File: config.mk
export PLATFORM = sky130hd
export DESIGN_NAME = crms_sequencer
export DESIGN_NICKNAME = d
export VERILOG_FILES = /design/src/crms_sequencer.v
export VERILOG_INCLUDE_DIRS = /design/src
export SDC_FILE = /design/constraint.sdc
export NUM_CORES = 1
export LEC_CHECK = 0
export ABC_AREA = 0
export BUFFER_PORTS_ARGS = -buffer_cell sky130_fd_sc_hd__buf_2
export CORE_MARGIN = 1
export CORE_UTILIZATION = 53
export CTS_CLUSTER_DIAMETER = 30
export DETAILED_ROUTE_END_ITERATION = 10
export PLACE_DENSITY_LB_ADDON = 0.15
export REMOVE_ABC_BUFFERS = 1
export SYNTH_ARGS = -nofsm -noshare
export SYNTH_HDL_FRONTEND = slang
export SYNTH_SLANG_ARGS = --single-unit
File: constraint.sdc
create_clock -name pclk -period 6.1 [get_ports pclk]
set_input_delay 0.915 -clock pclk [delete_from_list [all_inputs] [get_ports pclk]]
set_output_delay 0.915 -clock pclk [all_outputs]
set_load 0.005 [all_outputs]
File: src/crms_defines.vh
`ifndef CRMS_DEFINES_VH
`define CRMS_DEFINES_VH

// Register byte offsets on APB
`define CRMS_ADDR_CTRL 12'h000
`define CRMS_ADDR_STATUS 12'h004
`define CRMS_ADDR_LEVELS 12'h008

// Control register fields and reset value
`define CRMS_CTRL_FORCE_PWM 0
`define CRMS_CTRL_RESET 32'h00000000

// Status register field positions
`define CRMS_STAT_STATE_LSB 0
`define CRMS_STAT_FAULT 8
`define CRMS_STAT_CORE_PG 9
`define CRMS_STAT_CLOCK_ENABLE_N_N 10
`define CRMS_STAT_DDO 11
`define CRMS_STAT_SKIP 12
`define CRMS_STAT_BLANK 13
`define CRMS_STAT_LOCKOUT_OK 14

// Levels register field positions
`define CRMS_LVL_DAC_LSB 0
`define CRMS_LVL_TARGET_LSB 8

// DAC levels: level L means 12mV + 16mV * L, level 0 means ground
`define CRMS_DAC_ZERO 7'h00
`define CRMS_VID_BASE 7'h6A
`define CRMS_BOOT_BASE 7'h6A
`define CRMS_SUSP_BASE 7'h5A

// Slew-clock counts after the final code
`define CRMS_SETTLE_TICKS 7'h20
`define CRMS_SKIP_EXTRA_TICKS 7'h1E

// Timing in native units and the system clock rate
`define CRMS_CLK_MHZ 125
`define CRMS_CLOCK_ENABLE_N_DELAY_US 50
`define CRMS_PG_HOLD_US 3000

`endif

File: src/crms_sequencer.v
`timescale 1ns/1ps
`include "crms_defines.vh"

module crms_sequencer #(
  parameter CLOCK_ENABLE_N_DELAY_CYC = `CRMS_CLOCK_ENABLE_N_DELAY_US * `CRMS_CLK_MHZ,
  parameter PG_HOLD_CYC = `CRMS_PG_HOLD_US * `CRMS_CLK_MHZ,
  parameter TIMER_W = 20
) (
  input wire pclk,
  input wire presetn,
  input wire psel,
  input wire penable,
  input wire pwrite,
  input wire [11:0] paddr,
  input wire [31:0] pwdata,
  output reg [31:0] prdata,
  output wire pready,
  output wire pslverr,
  input wire por_ok,
  input wire supply_lockout_ok,
  input wire reference_ready,
  input wire feedback_at_target,
  input wire undervoltage_trip,
  input wire overvoltage_trip,
  input wire thermal_trip,
  input wire slew_clock,
  input wire shutdown_n,
  input wire system_power_good_in,
  output wire system_power_good_out,
  output reg system_power_good_oe,
  input wire suspend_request,
  input wire deep_sleep_n,
  input wire [5:0] vid_code,
  input wire [5:0] boot_code_select,
  input wire [5:0] suspend_code_select,
  output reg core_power_good,
  output reg clock_enable_n,
  output wire driver_disable_out,
  output wire low_side_gate,
  output wire high_side_gate,
  output wire switching_enable,
  output wire reference_enable,
  output wire offset_enable,
  output wire pulse_skip_enable,
  output reg [6:0] dac_level
);

  localparam ST_OFF = 5'b00001;
  localparam ST_REF = 5'b00010;
  localparam ST_BOOT = 5'b00100;
  localparam ST_RUN = 5'b01000;
  localparam ST_DOWN = 5'b10000;
  localparam [31:0] CLOCK_ENABLE_N_LAST_FULL = CLOCK_ENABLE_N_DELAY_CYC - 1;
  localparam [31:0] PG_LAST_FULL = PG_HOLD_CYC - 1;
  localparam [TIMER_W-1:0] CLOCK_ENABLE_N_LAST = CLOCK_ENABLE_N_LAST_FULL[TIMER_W-1:0];
  localparam [TIMER_W-1:0] PG_LAST = PG_LAST_FULL[TIMER_W-1:0];

  // Level minus select index, used by all three decoders
  function [6:0] crms_level;
    input [6:0] base;
    input [5:0] idx;
    begin
      crms_level = base - {1'b0, idx};
    end
  endfunction

  // Two-flop synchronisers for every non-APB input pin
  reg [29:0] sync1_reg;
  reg [29:0] sync2_reg;
  wire [29:0] pins;
  assign pins = {por_ok, supply_lockout_ok, reference_ready,
                 feedback_at_target, undervoltage_trip, overvoltage_trip,
                 thermal_trip, slew_clock, shutdown_n, system_power_good_in,
                 suspend_request, deep_sleep_n, vid_code, boot_code_select,
                 suspend_code_select};

  always @(posedge pclk or negedge presetn) begin
    if (!presetn) begin
      sync1_reg <= 30'h00000000;
      sync2_reg <= 30'h00000000;
    end else begin
      sync1_reg <= pins;
      sync2_reg <= sync1_reg;
    end
  end

  wire por_s = sync2_reg[29];
  wire lock_s = sync2_reg[28];
  wire ref_s = sync2_reg[27];
  wire fb_s = sync2_reg[26];
  wire uv_s = sync2_reg[25];
  wire ov_s = sync2_reg[24];
  wire therm_s = sync2_reg[23];
  wire slew_s = sync2_reg[22];
  wire shutdown_n_s = sync2_reg[21];
  wire spg_s = sync2_reg[20];
  wire susp_s = sync2_reg[19];
  wire dslp_s = sync2_reg[18];
  wire [5:0] vid_s = sync2_reg[17:12];
  wire [5:0] boot_s = sync2_reg[11:6];
  wire [5:0] ssel_s = sync2_reg[5:0];

  reg [4:0] state_reg;
  reg [4:0] state_next;
  reg fault_reg;
  reg slew_prev_reg;
  reg shutdown_n_prev_reg;
  reg spg_prev_reg;
  reg [6:0] boot_lvl_reg;
  reg [6:0] susp_lvl_reg;
  reg [6:0] settle_reg;
  reg [TIMER_W-1:0] timer_reg;
  reg pg_done_reg;
  reg [31:0] ctrl_reg;
  reg [6:0] target;

  // Edge detection on synchronised levels
  always @(posedge pclk or negedge presetn) begin
    if (!presetn) begin
      slew_prev_reg <= 1'b0;
      shutdown_n_prev_reg <= 1'b0;
      spg_prev_reg <= 1'b0;
    end else begin
      slew_prev_reg <= slew_s;
      shutdown_n_prev_reg <= shutdown_n_s;
      spg_prev_reg <= spg_s;
    end
  end

  wire tick = slew_s & ~slew_prev_reg;
  wire shutdown_n_rise = shutdown_n_s & ~shutdown_n_prev_reg;
  wire active = |(state_reg & (ST_BOOT | ST_RUN));
  wire spg_fall = spg_prev_reg & ~spg_s & active & shutdown_n_s;
  wire at_target = (dac_level == target);
  wire blank = (settle_reg < `CRMS_SETTLE_TICKS);
  wire uv_hit = uv_s & active & at_target & ~blank;
  wire fault_set = spg_fall | uv_hit | (ov_s & active) |
                   (therm_s & lock_s);
  wire fault_clr = shutdown_n_rise | ~por_s;
  wire shut = ~shutdown_n_s | fault_set | fault_reg;
  wire vid_mode = (state_reg == ST_RUN) & ~susp_s;

  // Fault latch, a new fault beats a clear
  always @(posedge pclk or negedge presetn) begin
    if (!presetn) begin
      fault_reg <= 1'b0;
    end else if (fault_set) begin
      fault_reg <= 1'b1;
    end else if (fault_clr) begin
      fault_reg <= 1'b0;
    end
  end

  // Target level mux by mode
  always @* begin
    case (state_reg)
      ST_BOOT: target = boot_lvl_reg;
      ST_RUN: begin
        if (susp_s) begin
          target = susp_lvl_reg;
        end else begin
          target = crms_level(`CRMS_VID_BASE, vid_s);
        end
      end
      default: target = `CRMS_DAC_ZERO;
    endcase
  end

  // Sequencer state transitions
  always @* begin
    state_next = state_reg;
    case (state_reg)
      ST_OFF: begin
        if (lock_s & shutdown_n_s & ~fault_reg & ~fault_set) begin
          state_next = ST_REF;
        end
      end
      ST_REF: begin
        if (shut) begin
          state_next = ST_OFF;
        end else if (ref_s) begin
          state_next = ST_BOOT;
        end
      end
      ST_BOOT: begin
        if (shut) begin
          state_next = ST_DOWN;
        end else if (timer_reg == CLOCK_ENABLE_N_LAST) begin
          state_next = ST_RUN;
        end
      end
      ST_RUN: begin
        if (shut) begin
          state_next = ST_DOWN;
        end
      end
      ST_DOWN: begin
        if (dac_level == `CRMS_DAC_ZERO) begin
          state_next = ST_OFF;
        end
      end
      default: state_next = ST_OFF;
    endcase
    if (!lock_s) begin
      state_next = ST_OFF;
    end
  end

  always @(posedge pclk or negedge presetn) begin
    if (!presetn) begin
      state_reg <= ST_OFF;
    end else begin
      state_reg <= state_next;
    end
  end

  // Boot and suspend codes caught on the way to boot
  always @(posedge pclk or negedge presetn) begin
    if (!presetn) begin
      boot_lvl_reg <= `CRMS_DAC_ZERO;
      susp_lvl_reg <= `CRMS_DAC_ZERO;
    end else if (state_reg == ST_REF && state_next == ST_BOOT) begin
      boot_lvl_reg <= crms_level(`CRMS_BOOT_BASE, boot_s);
      susp_lvl_reg <= crms_level(`CRMS_SUSP_BASE, ssel_s);
    end
  end

  // DAC stepper, one 16mV code per slew tick
  always @(posedge pclk or negedge presetn) begin
    if (!presetn) begin
      dac_level <= `CRMS_DAC_ZERO;
    end else if (!lock_s || state_reg == ST_OFF) begin
      dac_level <= `CRMS_DAC_ZERO;
    end else if (tick && !at_target) begin
      if (dac_level < target) begin
        dac_level <= dac_level + 7'h01;
      end else begin
        dac_level <= dac_level - 7'h01;
      end
    end
  end

  // Slew ticks counted since the final code was reached
  always @(posedge pclk or negedge presetn) begin
    if (!presetn) begin
      settle_reg <= 7'h00;
    end else if (!at_target) begin
      settle_reg <= 7'h00;
    end else if (tick && settle_reg <
                 (`CRMS_SETTLE_TICKS + `CRMS_SKIP_EXTRA_TICKS)) begin
      settle_reg <= settle_reg + 7'h01;
    end
  end

  // Shared timer: clock enable delay in boot, power-good hold in run
  always @(posedge pclk or negedge presetn) begin
    if (!presetn) begin
      timer_reg <= {TIMER_W{1'b0}};
      pg_done_reg <= 1'b0;
    end else if (state_reg == ST_BOOT) begin
      pg_done_reg <= 1'b0;
      if (state_next == ST_RUN || !(spg_s && fb_s && at_target)) begin
        timer_reg <= {TIMER_W{1'b0}};
      end else begin
        timer_reg <= timer_reg + 1'b1;
      end
    end else if (state_reg == ST_RUN) begin
      if (timer_reg == PG_LAST) begin
        pg_done_reg <= 1'b1;
      end else begin
        timer_reg <= timer_reg + 1'b1;
      end
    end else begin
      timer_reg <= {TIMER_W{1'b0}};
      pg_done_reg <= 1'b0;
    end
  end

  // Clock enable and core power-good outputs
  always @(posedge pclk or negedge presetn) begin
    if (!presetn) begin
      clock_enable_n <= 1'b1;
      core_power_good <= 1'b0;
    end else if (shut || state_reg != ST_RUN) begin
      core_power_good <= 1'b0;
      if (state_reg == ST_BOOT && state_next == ST_RUN) begin
        clock_enable_n <= 1'b0;
      end else begin
        clock_enable_n <= 1'b1;
      end
    end else if (pg_done_reg && !blank && !fault_reg) begin
      core_power_good <= 1'b1;
    end
  end

  // Open-drain power-good pin held low until reference is ready
  always @(posedge pclk or negedge presetn) begin
    if (!presetn) begin
      system_power_good_oe <= 1'b1;
    end else begin
      system_power_good_oe <= ~(ref_s & reference_enable);
    end
  end
  assign system_power_good_out = 1'b0;

  // Mode outputs decoded from registered state
  wire forced = ~lock_s | (state_reg == ST_OFF) | (state_reg == ST_REF);
  wire susp_mode = (state_reg == ST_RUN) & susp_s;
  wire dslp_mode = vid_mode & ~dslp_s;
  assign low_side_gate = forced;
  assign high_side_gate = 1'b0;
  assign switching_enable = ~forced;
  assign reference_enable = (state_reg != ST_OFF);
  assign offset_enable = dslp_mode;
  assign driver_disable_out = (state_reg == ST_BOOT) |
                              (vid_mode & dslp_s) |
                              (susp_mode & blank);
  assign pulse_skip_enable = ~ctrl_reg[`CRMS_CTRL_FORCE_PWM] &
                             (dslp_mode | (susp_mode & (settle_reg ==
                             (`CRMS_SETTLE_TICKS +
                              `CRMS_SKIP_EXTRA_TICKS))));

  // APB slave, zero wait states
  wire setup = psel & ~penable;
  wire access = psel & penable;
  wire mapped = (paddr == `CRMS_ADDR_CTRL) | (paddr == `CRMS_ADDR_STATUS) |
                (paddr == `CRMS_ADDR_LEVELS);
  assign pready = 1'b1;
  assign pslverr = access & ~mapped;

  always @(posedge pclk or negedge presetn) begin
    if (!presetn) begin
      ctrl_reg <= `CRMS_CTRL_RESET;
    end else if (access && pwrite && paddr == `CRMS_ADDR_CTRL) begin
      ctrl_reg <= {31'h00000000, pwdata[`CRMS_CTRL_FORCE_PWM]};
    end
  end

  // Read data captured in the setup cycle
  always @(posedge pclk or negedge presetn) begin
    if (!presetn) begin
      prdata <= 32'h00000000;
    end else if (setup && !pwrite) begin
      prdata <= 32'h00000000;
      case (paddr)
        `CRMS_ADDR_CTRL: prdata <= ctrl_reg;
        `CRMS_ADDR_STATUS: begin
          prdata[`CRMS_STAT_STATE_LSB +: 5] <= state_reg;
          prdata[`CRMS_STAT_FAULT] <= fault_reg;
          prdata[`CRMS_STAT_CORE_PG] <= core_power_good;
          prdata[`CRMS_STAT_CLOCK_ENABLE_N_N] <= clock_enable_n;
          prdata[`CRMS_STAT_DDO] <= driver_disable_out;
          prdata[`CRMS_STAT_SKIP] <= pulse_skip_enable;
          prdata[`CRMS_STAT_BLANK] <= blank;
          prdata[`CRMS_STAT_LOCKOUT_OK] <= lock_s;
        end
        `CRMS_ADDR_LEVELS: begin
          prdata[`CRMS_LVL_DAC_LSB +: 7] <= dac_level;
          prdata[`CRMS_LVL_TARGET_LSB +: 7] <= target;
        end
        default: prdata <= 32'h00000000;
      endcase
    end
  end

endmodule

### Yosys cells after proc, flatten, opt, wreduce, memory -nomap -nowiden

Index checks and enable logic that the tools add are counted.
Widths: inputs -> output; s select.

* add/sub/neg operators: 7
* magnitude comparators: 3
* eq/ne operators: 18
* multiplexer cells: 31
* bitwise logic cells: 53
* reductions and logical operators: 26

Operator list (number)
* $mux 20: 4
* $mux 7: 6
* $mux 5: 8
* $pmux 7 s2: 2
* $pmux 5 s5: 1
* $and 1x1->1: 24
* $sub 7x6->7 const A: 3
* $add 20x1->20 const B: 1
* $eq 20x13->1 const B: 1
* $eq 20x19->1 const B: 1
* $not 1->1: 16
* $pmux 5 s3: 1
* $add 7x1->7 const B: 2
* $lt 7x6->1 const B: 2
* $or 1x1->1: 13
* $eq 12x3->1 const B: 1
* $eq 12x4->1 const B: 1
* $logic_not 12->1: 1
* $logic_and 1x1->1: 11
* $eq 5x3->1 const B: 2
* $eq 5x4->1 const B: 2
* $mux 1: 8
* $eq 7x6->1 const B: 1
* $eq 7x7->1: 1
* other kinds (16): 25

* register bits after elaboration: 136
* output and inout port bits: 52
* logic and storage cells: 156

### Longest topological paths before layout

Gate-level depths: netlist of run 1.

* depth in word-level cells: 18
* depth in mapped cells: 18

### Worst setup path before layout of run 1

Ideal clock, no wire load.

* path type: flip-flop to flip-flop
* start: register state_reg[0]
* end: register dac_level[6]
* library setup time: 78 ps
* arrival time: 3811 ps
* required time: 6022 ps
* setup slack: 2211 ps
* cell stages (with the launch flop): 18
* path buffers: 2
* period minus slack after synthesis: 3889 ps
* path through: dfstp_2 buf_6 nor3_1 and3b_2 clkbuf_8 a32o_1 inv_1 ha_1 or4_1 o22ai_1 inv_1 ha_1 nor2b_1 o31ai_1 a21oi_1 xor2_1 or3_1 a21oi_1

* cells in the longest elaborated chain, start to end: 6
* elaborated cells between the ends (all ways): 13

RTL lines
* start, declared: RTL line crms_sequencer.v:103 `reg [4:0] state_reg;`
* start signal, assigned: RTL line crms_sequencer.v:213 `state_reg <= state_next;`
* $eq 5x4->1 / $eq 5x3->1 (equally long branches)
* $pmux 7 s2: RTL line crms_sequencer.v:156 `case (state_reg)`
* $lt 7x7->1 / $eq 7x7->1 (equally long branches): RTL line crms_sequencer.v:235, crms_sequencer.v:134
* $mux 7 / $logic_not 1->1 (equally long branches)
* $mux 7 / $logic_and 1x1->1 (equally long branches): RTL line crms_sequencer.v:234 `end else if (tick && !at_target) begin`
* $mux 7 / $reduce_bool 2->1 (equally long branches)
* end signal, assigned: RTL line crms_sequencer.v:231 `` dac_level <= `CRMS_DAC_ZERO; ``
* end signal, assigned: RTL line crms_sequencer.v:233 `` dac_level <= `CRMS_DAC_ZERO; ``
* end signal, assigned: RTL line crms_sequencer.v:236 `dac_level <= dac_level + 7'h01;`
* end, declared: RTL line crms_sequencer.v:45 `output reg [6:0] dac_level`

Parallel ways exist; a longest one is shown, timed or not. The select of a mux whose other input is x is not followed.
A chain may end at the register's enable or synchronous reset.

### Worst setup path in the final report of run 1

* start: register state_reg[4]
* end: register dac_level[6]

The elaborated chain is that of the path after synthesis.

==> impl_results.md, run 1 <==
* Top cell type's share of synthesized area at 54.3%
* Initial antenna violation count at 0
* Hpwl dp at 8.42 mm
* Startpoint types: register
* CTS Buf Count at 17
* Largest cells by area after synthesis: dfrtp_1, ha_1, nand2_1
* Detailed Routing Iterations Pass 1 at 5
* Diodes inserted at 0
* CTS tree: yes
* Max-slew violation count at 0
* CTS Hold Bufs at 0
* Clock Skews at 7.38 ps
* Wirelength, routed at 12.0 mm
* Fin crit period at 4340 ps
* Period utilisation layout at 71.1%
* Fillers at 896
* Flop-to-flop setup slack at 1760 ps
* Final core utilization at 63.8%
* RSZ-0062 raised after global routing: false
* I/O Pins at 131
* Gr ovfl total at 0
* WP data arrival at 4680 ps
* Mapped Avg Cell Area at 10.8 sq um
* Vias in the first global route at 4035
* Cts repair resizes at 0
* Worst-Margin Slew at 863 ps
* Register area at 0.00341 sq mm
* Dominant cell type by area after synthesis: dfrtp_1
* IO buf count at 78
* Worst R2R End: dac_level[6]
* Vias per cell at 5.35
* Critical R2R Launch: state_reg[4]
* Synth top cells by count: dfrtp_1, nand2_1, nor2_1, o21ai_0
* Clk_lat worst skew at 420 ps
* Setup TNS at 0 ps
* Overall Global Routing Usage at 21.9%
* Drt initial violations at 339
* Pwr dens at 298 mW/mm^2
* Initial Util at 55.4%
* Cells after Synth at 568
* Post-synth EDFFs at 0
* Post-synthesis sequential area ratio at 55.5%
* Hold Path End: sync2_reg[7]
* WHS Path Cells at 0
* Hold Vio Cnt, Final at 0
* H-tree depth at 4
* Max Buffers Root-to-Sink at 2
* Slew HR at 42.3%
* DR vias at 4279
* Mapped Area at 0.00613 sq mm
* Total clock sinks at 136
* Lkg Pwr at 3.25 nW
* Top-count cell post-synth: dfrtp_1
* VDD IR max at 0.000172 V
* NumNets Final at 745
* Area of the multi-input gates at 0.00245 sq mm
* Maximum clock rate at 230 MHz
* Worst-path clk slew at 60 ps
* Largest net degree at the start of global routing at 72
* FP Rows at 38
* Setup Fix Bufs, Post-CTS at 0
* DRC Markers at 0
* Critical path required time at 6440 ps
* Wirelength per Cell at 15.0 um
* Setup Crit Path Kind: reg2reg
* Status: finished, final reports clean
* Final setup fails at 0
* Layout cell share with drive strength beyond 1 at 19.5%
* Die area at 0.0120 sq mm
* Hold Path Class: reg2reg
* R2r worst-path depth at 15
* RePlAce Congestion at 0.820
* Die Ht at 110 um
* First-pass GRT wire length at 19.5 mm
* Max cap viols at 0
* Yosys reg bits at 136
* P&R area growth vs syn at 15.3%
* Ys flop type: dfrtp_1
* Worst Path Max Fanout at 13
* Synth Warn # at 0
* CP Capture Type: register
* Ys async rst share at 100%
* Area of the core at 0.0111 sq mm
* Hold path start: sync1_reg[7]
* Root Buffer: clkbuf_16
* Horiz. Die Dim at 110 um
* Routed Antenna Nets at 0
* Synth cell types at 59
==> per-stage QoR <==
stage	hold WS (ps)	worst slack, ps	area, sq um	power, mW	cells
final	346	1760	7070	2.10	800
after global placement	334	1910	6490	1.12	768
after CTS	348	1820	7070	2.12	800
after global routing	349	1320	7070	2.19	800
after floorplan	331	2310	5920	1.06	549
after detailed placement	335	1850	6490	1.13	768
==> critical path: stages, from the launching register on <==
cell,delay (ps)
dfrtp_1,440
nor3_1,360
and3b_2,430
a32o_1,260
inv_1,60
ha_1,180
or4_1,510
o22ai_1,290
inv_1,200
ha_1,340
nor2b_1,170
o31ai_1,250
a21oi_1,130
xor2_1,170
or3_1,320
a21oi_1,160
==> kinds of logic after synthesis <==
| group | Yosys count | synth area share (%) |
|---|---|---|
| AND/OR/NAND/NOR | 208 | 16.9 |
| buffers and inverters | 55 | 5.71 |
| multiplexers | 10 | 1.71 |
| flip-flops | 136 | 55.5 |
| adder cells (fa/ha/maj) | 19 | 4.00 |
| XOR/XNOR | 39 | 5.57 |
| other | 2 | 0.122 |
| AO/OA/AOI/OAI | 99 | 10.4 |
==> layout make-up <==
| type | instances | area share (%) |
|---|---|---|
| flip-flops and latches | 136 | 48.2 |
| multi-input cells | 396 | 34.6 |
| clock buffers | 19 | 6.26 |
| repair buffers | 79 | 5.66 |
| well taps | 140 | 2.48 |
| clock inverters | 13 | 1.89 |
| inverters | 17 | 0.902 |
==> placed cells by master (no fill, tap or decap), types with 7 or more instances in the layout <==
| cell type | Yosys | routed |
|---|---|---|
| a21oi_1 | 17 | 17 |
| a22oi_1 | 10 | 10 |
| buf_2 | 4 | 77 |
| clkbuf_16 | 0 | 17 |
| conb_1 | 2 | 21 |
| dfrtp_1 | 133 | 133 |
| ha_1 | 18 | 18 |
| inv_1 | 17 | 17 |
| inv_6 | 0 | 7 |
| nand2_1 | 60 | 60 |
| nand2b_1 | 8 | 8 |
| nand3_1 | 14 | 14 |
| nand4_1 | 7 | 7 |
| nor2_1 | 59 | 59 |
| nor2b_1 | 8 | 8 |
| nor3_1 | 14 | 14 |
| o21ai_0 | 29 | 29 |
| o21ai_1 | 10 | 10 |
| o31ai_1 | 9 | 9 |
| xnor2_1 | 21 | 21 |
| xor2_1 | 18 | 18 |
==> where the power goes <==
group / switching [mW] / internal [mW] / total [mW] / leakage [nW]
Combinational: 0.0740 / 0.0531 / 0.127 / 1.25
Sequential: 0.0386 / 0.946 / 0.985 / 1.73
Clock: 0.409 / 0.583 / 0.992 / 0.274
==> per-layer routing <==
metal	global-route usage [%]	routed length [um]	up-vias
li1	-	-	2076
met1	29.5	5510	2057
met2	34.8	5770	131
met3	5.22	588	15
met4	7.90	161	0
met5	0	0	-
==> worst max-delay path by stage <==
stage                  from           end  depth (start not counted)
2_1_floorplan  state_reg[0]  dac_level[6]                         15
3_3_place_gp   state_reg[4]  dac_level[6]                         15
3_5_place_dp   state_reg[4]  dac_level[6]                         15
4_1_cts        state_reg[4]  dac_level[6]                         15
5_1_grt        state_reg[4]  dac_level[6]                         15
6_report       state_reg[4]  dac_level[6]                         15
Note: power is estimated with default switching activity, not from simulation.
==> run 2: changes to the inputs <==
--- a/config.mk
+++ b/config.mk
@@ -9,7 +9,7 @@
 export ABC_AREA = 0
 export BUFFER_PORTS_ARGS = -buffer_cell sky130_fd_sc_hd__buf_2
 export CORE_MARGIN = 1
-export CORE_UTILIZATION = 53
+export CORE_UTILIZATION = 49
 export CTS_CLUSTER_DIAMETER = 30
 export DETAILED_ROUTE_END_ITERATION = 10
 export PLACE_DENSITY_LB_ADDON = 0.15
==> constraint.sdc (replaced) <==
create_clock -name pclk -period 3.6 [get_ports pclk]
set_input_delay 0.54 -clock pclk [delete_from_list [all_inputs] [get_ports pclk]]
set_output_delay 0.54 -clock pclk [all_outputs]
set_load 0.005 [all_outputs]
==> run 2 against run 1 <==
Against the previous run:
- sequential power rose by 70%
- final cell count up 8.3%
- total power up 75%
- first-iteration DRC count fell by 29%
- clock skew increased by 12 ps
- critical path depth rose by 4
- flip-flop and latch count is the same
- combinational power up 83%
- clock power up 79%
- clock-buffer cell count did not move
- non-clock buffer count is 39 higher
- cell area grew 7.3%
- largest cell class unchanged
- highest routed layer unchanged
==> impl_results.md, run 2 (synthesized netlist as in run 1, its figures left out) <==
* Status: finished, final reports clean
* Hold Vio Cnt, Final at 0 (unchanged)
* Worst R2R End: dac_level[6]
* VDD IR max at 0.000397 V (+130%)
* Root Buffer: clkbuf_16
* Drt initial violations at 241 (-29%)
* Placed Area at 0.00676 sq mm (+4.0%)
* CTS tree: yes
* FP Rows at 40 (+5.3%)
* Vias in the first global route at 4296 (+6.5%)
* Hold Path Class: in2async
* NumNets Final at 784 (+5.2%)
* Slew HR at 40.0% (-2.3 points)
* Critical R2R Launch: state_reg[0]
* Diodes inserted at 0 (unchanged)
* DRC Markers at 0 (unchanged)
* Final instance area at 0.00759 sq mm (+7.3%)
* Clk_lat worst skew at 420 ps (about the same)
* Largest net degree at the start of global routing at 74 (+2.8%)
* Flop-to-flop setup slack at 20 ps (-1740 ps)
* RePlAce Congestion at 0.848 (+3.4%)
* Fin crit period at 3580 ps (-763 ps)
* Initial Util at 50.7% (-4.7 points)
* Overall Global Routing Usage at 21.3% (-0.57 points)
* CP Capture Type: register
* Total clock sinks at 136 (unchanged)
* I/O Pins at 131 (unchanged)
* Vias per cell at 5.09 (-4.8%)
* Final hold slack at 217 ps (-129 ps)
* WP data arrival at 3910 ps (-770 ps)
* Max cap viols at 0 (unchanged)
* Most frequent cells in the layout: dfrtp_1, buf_2, nand2_1
* Worst-Margin Slew at 900 ps (+36.7 ps)
* Worst Path Max Fanout at 4 (-9)
* Die Ht at 114 um (+3.9%)
* Critical path required time at 3930 ps (-2510 ps)
* Most common cell after layout, fill and taps aside: dfrtp_1
* Setup TNS at 0 ps (unchanged)
* H-tree depth at 4 (unchanged)
* Die area at 0.0130 sq mm (+8.0%)
* Initial antenna violation count at 0 (unchanged)
* Gr ovfl total at 0 (unchanged)
* Pwr dens at 485 mW/mm^2 (+63%)
* R2r worst-path depth at 19 (+4)
* Setup Crit Path Kind: reg2reg
* DR vias at 4410 (+3.1%)
* Startpoint types: register
* Final setup fails at 0 (unchanged)
* Final core utilization at 62.6% (-1.2 points)
* Total power at 3.68 mW (+75%)
* Max Buffers Root-to-Sink at 2 (unchanged)
* Max-slew violation count at 0 (unchanged)
* Lkg Pwr at 3.50 nW (+7.7%)
* IO buf count at 78 (unchanged)
* Detailed Routing Iterations Pass 1 at 5 (unchanged)
* Wirelength per Cell at 14.7 um (-2.6%)
* Clock Skews at 19.9 ps (+12.5 ps)
* Period utilisation layout at 99.3% (+28 points)
* First-pass GRT wire length at 20.8 mm (+6.6%)
* CTS Buf Count at 17 (unchanged)
* Horiz. Die Dim at 114 um (+3.9%)
* CTS Hold Bufs at 0 (unchanged)
* RSZ-0062 raised after global routing: true
* Area of the core at 0.0121 sq mm (+9.3%)
* Maximum clock rate at 280 MHz (+21%)
* Routed Antenna Nets at 0 (unchanged)
* Worst-path clk slew at 60 ps (about the same)
* Wirelength, routed at 12.7 mm (+5.5%)
* P&R area growth vs syn at 23.7%
* Hpwl dp at 8.99 mm (+6.7%)
* Layout cell share with drive strength beyond 1 at 27.5% (+8.0 points)
[run 2: critical path, cell delays in order, from the launching register on]
cell,delay (ps)
dfstp_2,540
nor3_2,50
buf_4,130
and3b_2,220
buf_6,130
buf_4,140
a22oi_2,210
ha_1,270
o21ai_1,180
a21oi_2,70
o22ai_4,140
inv_2,90
buf_6,140
ha_4,210
o21a_1,180
o31ai_2,80
a21oi_2,90
xor2_1,170
or3_1,310
a21oi_1,140
[run 2: layout make-up]
type / instances / area (sq um)
Clock buffer: 19 / 453
Inverter: 17 / 63.8
Clock inverter: 12 / 165
Fill cell: 1010 / 4530
Multi-Input combinational cell: 396 / 2580
Timing Repair Buffer: 118 / 704
Sequential cell: 136 / 3410
Tap cell: 168 / 210
[run 2: where the power goes]
part           internal (mW)  total [mW]  leakage [nW]  switching [mW]
logic                 0.0991       0.233          1.47           0.134
clock network           1.13        1.78         0.298           0.650
registers               1.60        1.67          1.73          0.0613
[run 2: per-layer routing]
metal	global-route usage, %	vias to the layer above	share of wire, %
met4	8.05	0	1.1
met2	34.6	127	49
met1	27.6	2116	46
li1	-	2155	-
met5	0	-	0
met3	5.63	12	4.2
[run 2: per-stage QoR]
step	setup slack (ps)	cells
global route	-118	866
finish	23.7	866
detailed placement	-275	826
global placement	-146	826
floorplan	-186	549
CTS	-31.4	862
[run 2: worst max path at each step]
stage                   endpoint  cells past startpoint     startpoint
finish              dac_level[6]                     19   state_reg[0]
detailed placement  dac_level[6]                     17  sync2_reg[12]
global route        dac_level[6]                     19   state_reg[0]
global placement    dac_level[6]                     18  sync2_reg[12]
floorplan           dac_level[6]                     15   state_reg[0]
CTS                 dac_level[6]                     17   state_reg[4]
[run 2: repair_timing]
action                                  CTS  global route
gates resized for setup                  15            20
endpoints found under the setup margin    3             3
endpoints found under the hold margin     0             0
setup buffers                             5             4
pin swaps                                12            13
==> run 3: changes to the inputs <==
--- a/config.mk
+++ b/config.mk
@@ -7,11 +7,12 @@
 export NUM_CORES = 1
 export LEC_CHECK = 0
 export ABC_AREA = 0
-export BUFFER_PORTS_ARGS = -buffer_cell sky130_fd_sc_hd__buf_2
 export CORE_MARGIN = 1
-export CORE_UTILIZATION = 49
+export CORE_UTILIZATION = 53
+export CTS_BUF_LIST = sky130_fd_sc_hd__clkbuf_8 sky130_fd_sc_hd__clkbuf_16
 export CTS_CLUSTER_DIAMETER = 30
 export DETAILED_ROUTE_END_ITERATION = 10
+export DONT_BUFFER_PORTS = 1
 export PLACE_DENSITY_LB_ADDON = 0.15
 export REMOVE_ABC_BUFFERS = 1
 export SYNTH_ARGS = -nofsm -noshare
==> run 3 against run 2 <==
Against the previous run:
- highest routed layer unchanged
- the run now ends with negative hold slack left
- flip-flop and latch count did not move
- first-iteration DRC count fell by 7.5%
- largest power group unchanged
- die area fell by 7.4%
- final cell count fell by 14%
- clock power fell by 4%
- register-to-register slack got worse by 20 ps
- sequential share of layout area rose by 3.6 points
- combinational power fell by 28%
- global-route usage rose by 0.35 points
- total power fell by 3.9%
- hold slack got worse by 400 ps
==> impl_results.md, run 3 (synthesized netlist as in run 1, its figures left out) <==
* Maximum clock rate at 278 MHz (-0.51%)
* Most frequent cells in the layout: dfrtp_1, nand2_1, nor2_1
* Hold Vio Cnt, Final at 134 (+134)
* Max Buffers Root-to-Sink at 2 (unchanged)
* Flop-to-flop setup slack at 5 ps (-20 ps)
* RSZ-0062 raised after global routing: true
* Wirelength per Cell at 16.0 um (+9.1%)
* Largest net degree at the start of global routing at 137 (+85%)
* Wirelength, routed at 11.9 mm (-6.1%)
* Slew HR at 43.7% (+3.6 points)
* Max-slew violation count at 0 (unchanged)
* Drt initial violations at 223 (-7.5%)
* Worst-path clk slew at 60 ps (about the same)
* Detailed Routing Iterations Pass 1 at 5 (unchanged)
* Status: finished with violations
* Initial antenna violation count at 0 (unchanged)
* Vias in the first global route at 3929 (-8.5%)
* Total clock sinks at 136 (unchanged)
* NumNets Final at 691 (-12%)
* Most common cell after layout, fill and taps aside: dfrtp_1
* Horiz. Die Dim at 110 um (-3.8%)
* Period utilisation layout at 99.9% (+0.51 points)
* Die Ht at 110 um (-3.8%)
* P&R area growth vs syn at 14.5%
* CP startpoint: sync2_reg[12]
* Startpoint types: register
* IO buf count at 0 (-100%)
* Final worst setup slack at 5.23 ps (-18.4 ps)
* Critical R2R Launch: sync2_reg[12]
* WP data arrival at 3940 ps (+30 ps)
* Root Buffer: clkbuf_16
* Lkg Pwr at 3.08 nW (-12%)
* First-pass GRT wire length at 19.1 mm (-8.3%)
* Initial Util at 55.4% (+4.7 points)
* Setup Crit Path Kind: reg2reg
* Area of the core at 0.0111 sq mm (-8.5%)
* CTS Buf Count at 17 (unchanged)
* CP Capture Type: register
* Hold Path Class: in2async
* H-tree depth at 4 (unchanged)
* R2r worst-path depth at 17 (-2)
* DRC Markers at 0 (unchanged)
* M1 wire length at 5.48 mm (-5.3%)
* Placement Setup Slack at -212 ps (+62.8 ps)
* Fillers at 851 (-16%)
* DR vias at 4065 (-7.8%)
* Critical path required time at 3940 ps (about the same)
* Die area at 0.0120 sq mm (-7.4%)
* Clock Skews at 10.4 ps (-9.45 ps)
* Layout cell share with drive strength beyond 1 at 16.8% (-11 points)
* I/O Pins at 131 (unchanged)
* Top layer in use: met4
* Failing checks: negative hold slack
* Overall Global Routing Usage at 21.7% (+0.35 points)
* Fin crit period at 3590 ps (+18.4 ps)
* Vias per cell at 5.45 (+7.0%)
* Hpwl dp at 8.30 mm (-7.6%)
* Diodes inserted at 0 (unchanged)
* CTS tree: yes
* Final hold slack at -179 ps (-396 ps)
* FP Rows at 38 (-5.0%)
* Clk_lat worst skew at 420 ps (about the same)
* Worst-Margin Slew at 843 ps (-56.7 ps)
* VDD IR max at 0.000472 V (+19%)
* Worst Path Max Fanout at 2 (-2)
* Metal2 WL at 5.60 mm (-10%)
* Gr ovfl total at 0 (unchanged)
* RePlAce Congestion at 0.844 (-0.42%)
* Met3 Wirelength at 655 um (+23%)
* Pwr dens at 504 mW/mm^2 (+3.8%)
* Routed Antenna Nets at 0 (unchanged)
* Max cap viols at 0 (unchanged)
* Final setup fails at 0 (unchanged)
==> run 3: final cells by class <==
cell class / count / area [sq um] / share of cell area [%]
Clock buffer: 18 / 439 / 6.25
Clock inverter: 14 / 149 / 2.12
Inverter: 17 / 63.8 / 0.909
Multi-Input combinational cell: 396 / 2600 / 37.0
Sequential cell: 136 / 3410 / 48.5
Tap cell: 140 / 175 / 2.49
Timing Repair Buffer: 25 / 191 / 2.73
==> run 3: final timing paths <==
kind,to
min in group pclk,sync1_reg[29]
max,dac_level[6]
min,prdata[12]
min reg2reg,sync2_reg[5]
max in group asynchronous,system_power_good_oe
max reg2reg,dac_level[6]
==> run 3: power breakdown <==
part	switching, mW	leakage (nW)	internal (mW)
sequential	0.0616	1.73	1.60
combinational	0.0929	1.05	0.0748
clock	0.661	0.290	1.04
==> run 3: timing repair <==
item                       in CTS  in global routing
hold endpoints to repair      136                136
gates resized for setup        13                 24
buffers inserted                0                  0
setup endpoints to repair       3                 18
pin swaps                       6                 11
cloned                          0                  0
==> run 3: per-stage QoR <==
| stage | utilization, % | instances | instance area (sq um) | TNS, ps | power, mW |
|---|---|---|---|---|---|
| finish | 63.4 | 746 | 7020 | 0 | 3.54 |
| global route | 63.4 | 746 | 7020 | -231 | 3.67 |
| CTS | 62.3 | 746 | 6910 | 0 | 3.57 |
| detailed placement | 56.7 | 714 | 6280 | -387 | 1.86 |
| global placement | 56.7 | 714 | 6280 | -119 | 1.85 |
| floorplan | - | 549 | 5920 | -186 | 1.80 |
==> run 3: worst max-delay path, stage by stage (launching register included) <==
cell	delay, ps
dfrtp_1	390
buf_6	120
a21o_1	180
a21oi_2	140
xnor2_1	80
nand2b_1	130
a32oi_2	130
ha_2	200
or4_4	520
o22ai_4	120
inv_2	70
ha_4	210
nor2b_2	160
o31ai_2	310
a21oi_2	100
xor2_1	150
or3_1	380
a21oi_2	120
==> run 3: routing by layer <==
layer	GRT usage [%]	vias up
li1	-	1967
met1	28.3	1948
met2	33.4	134
met3	6.94	16
met4	9.14	0
met5	0	-
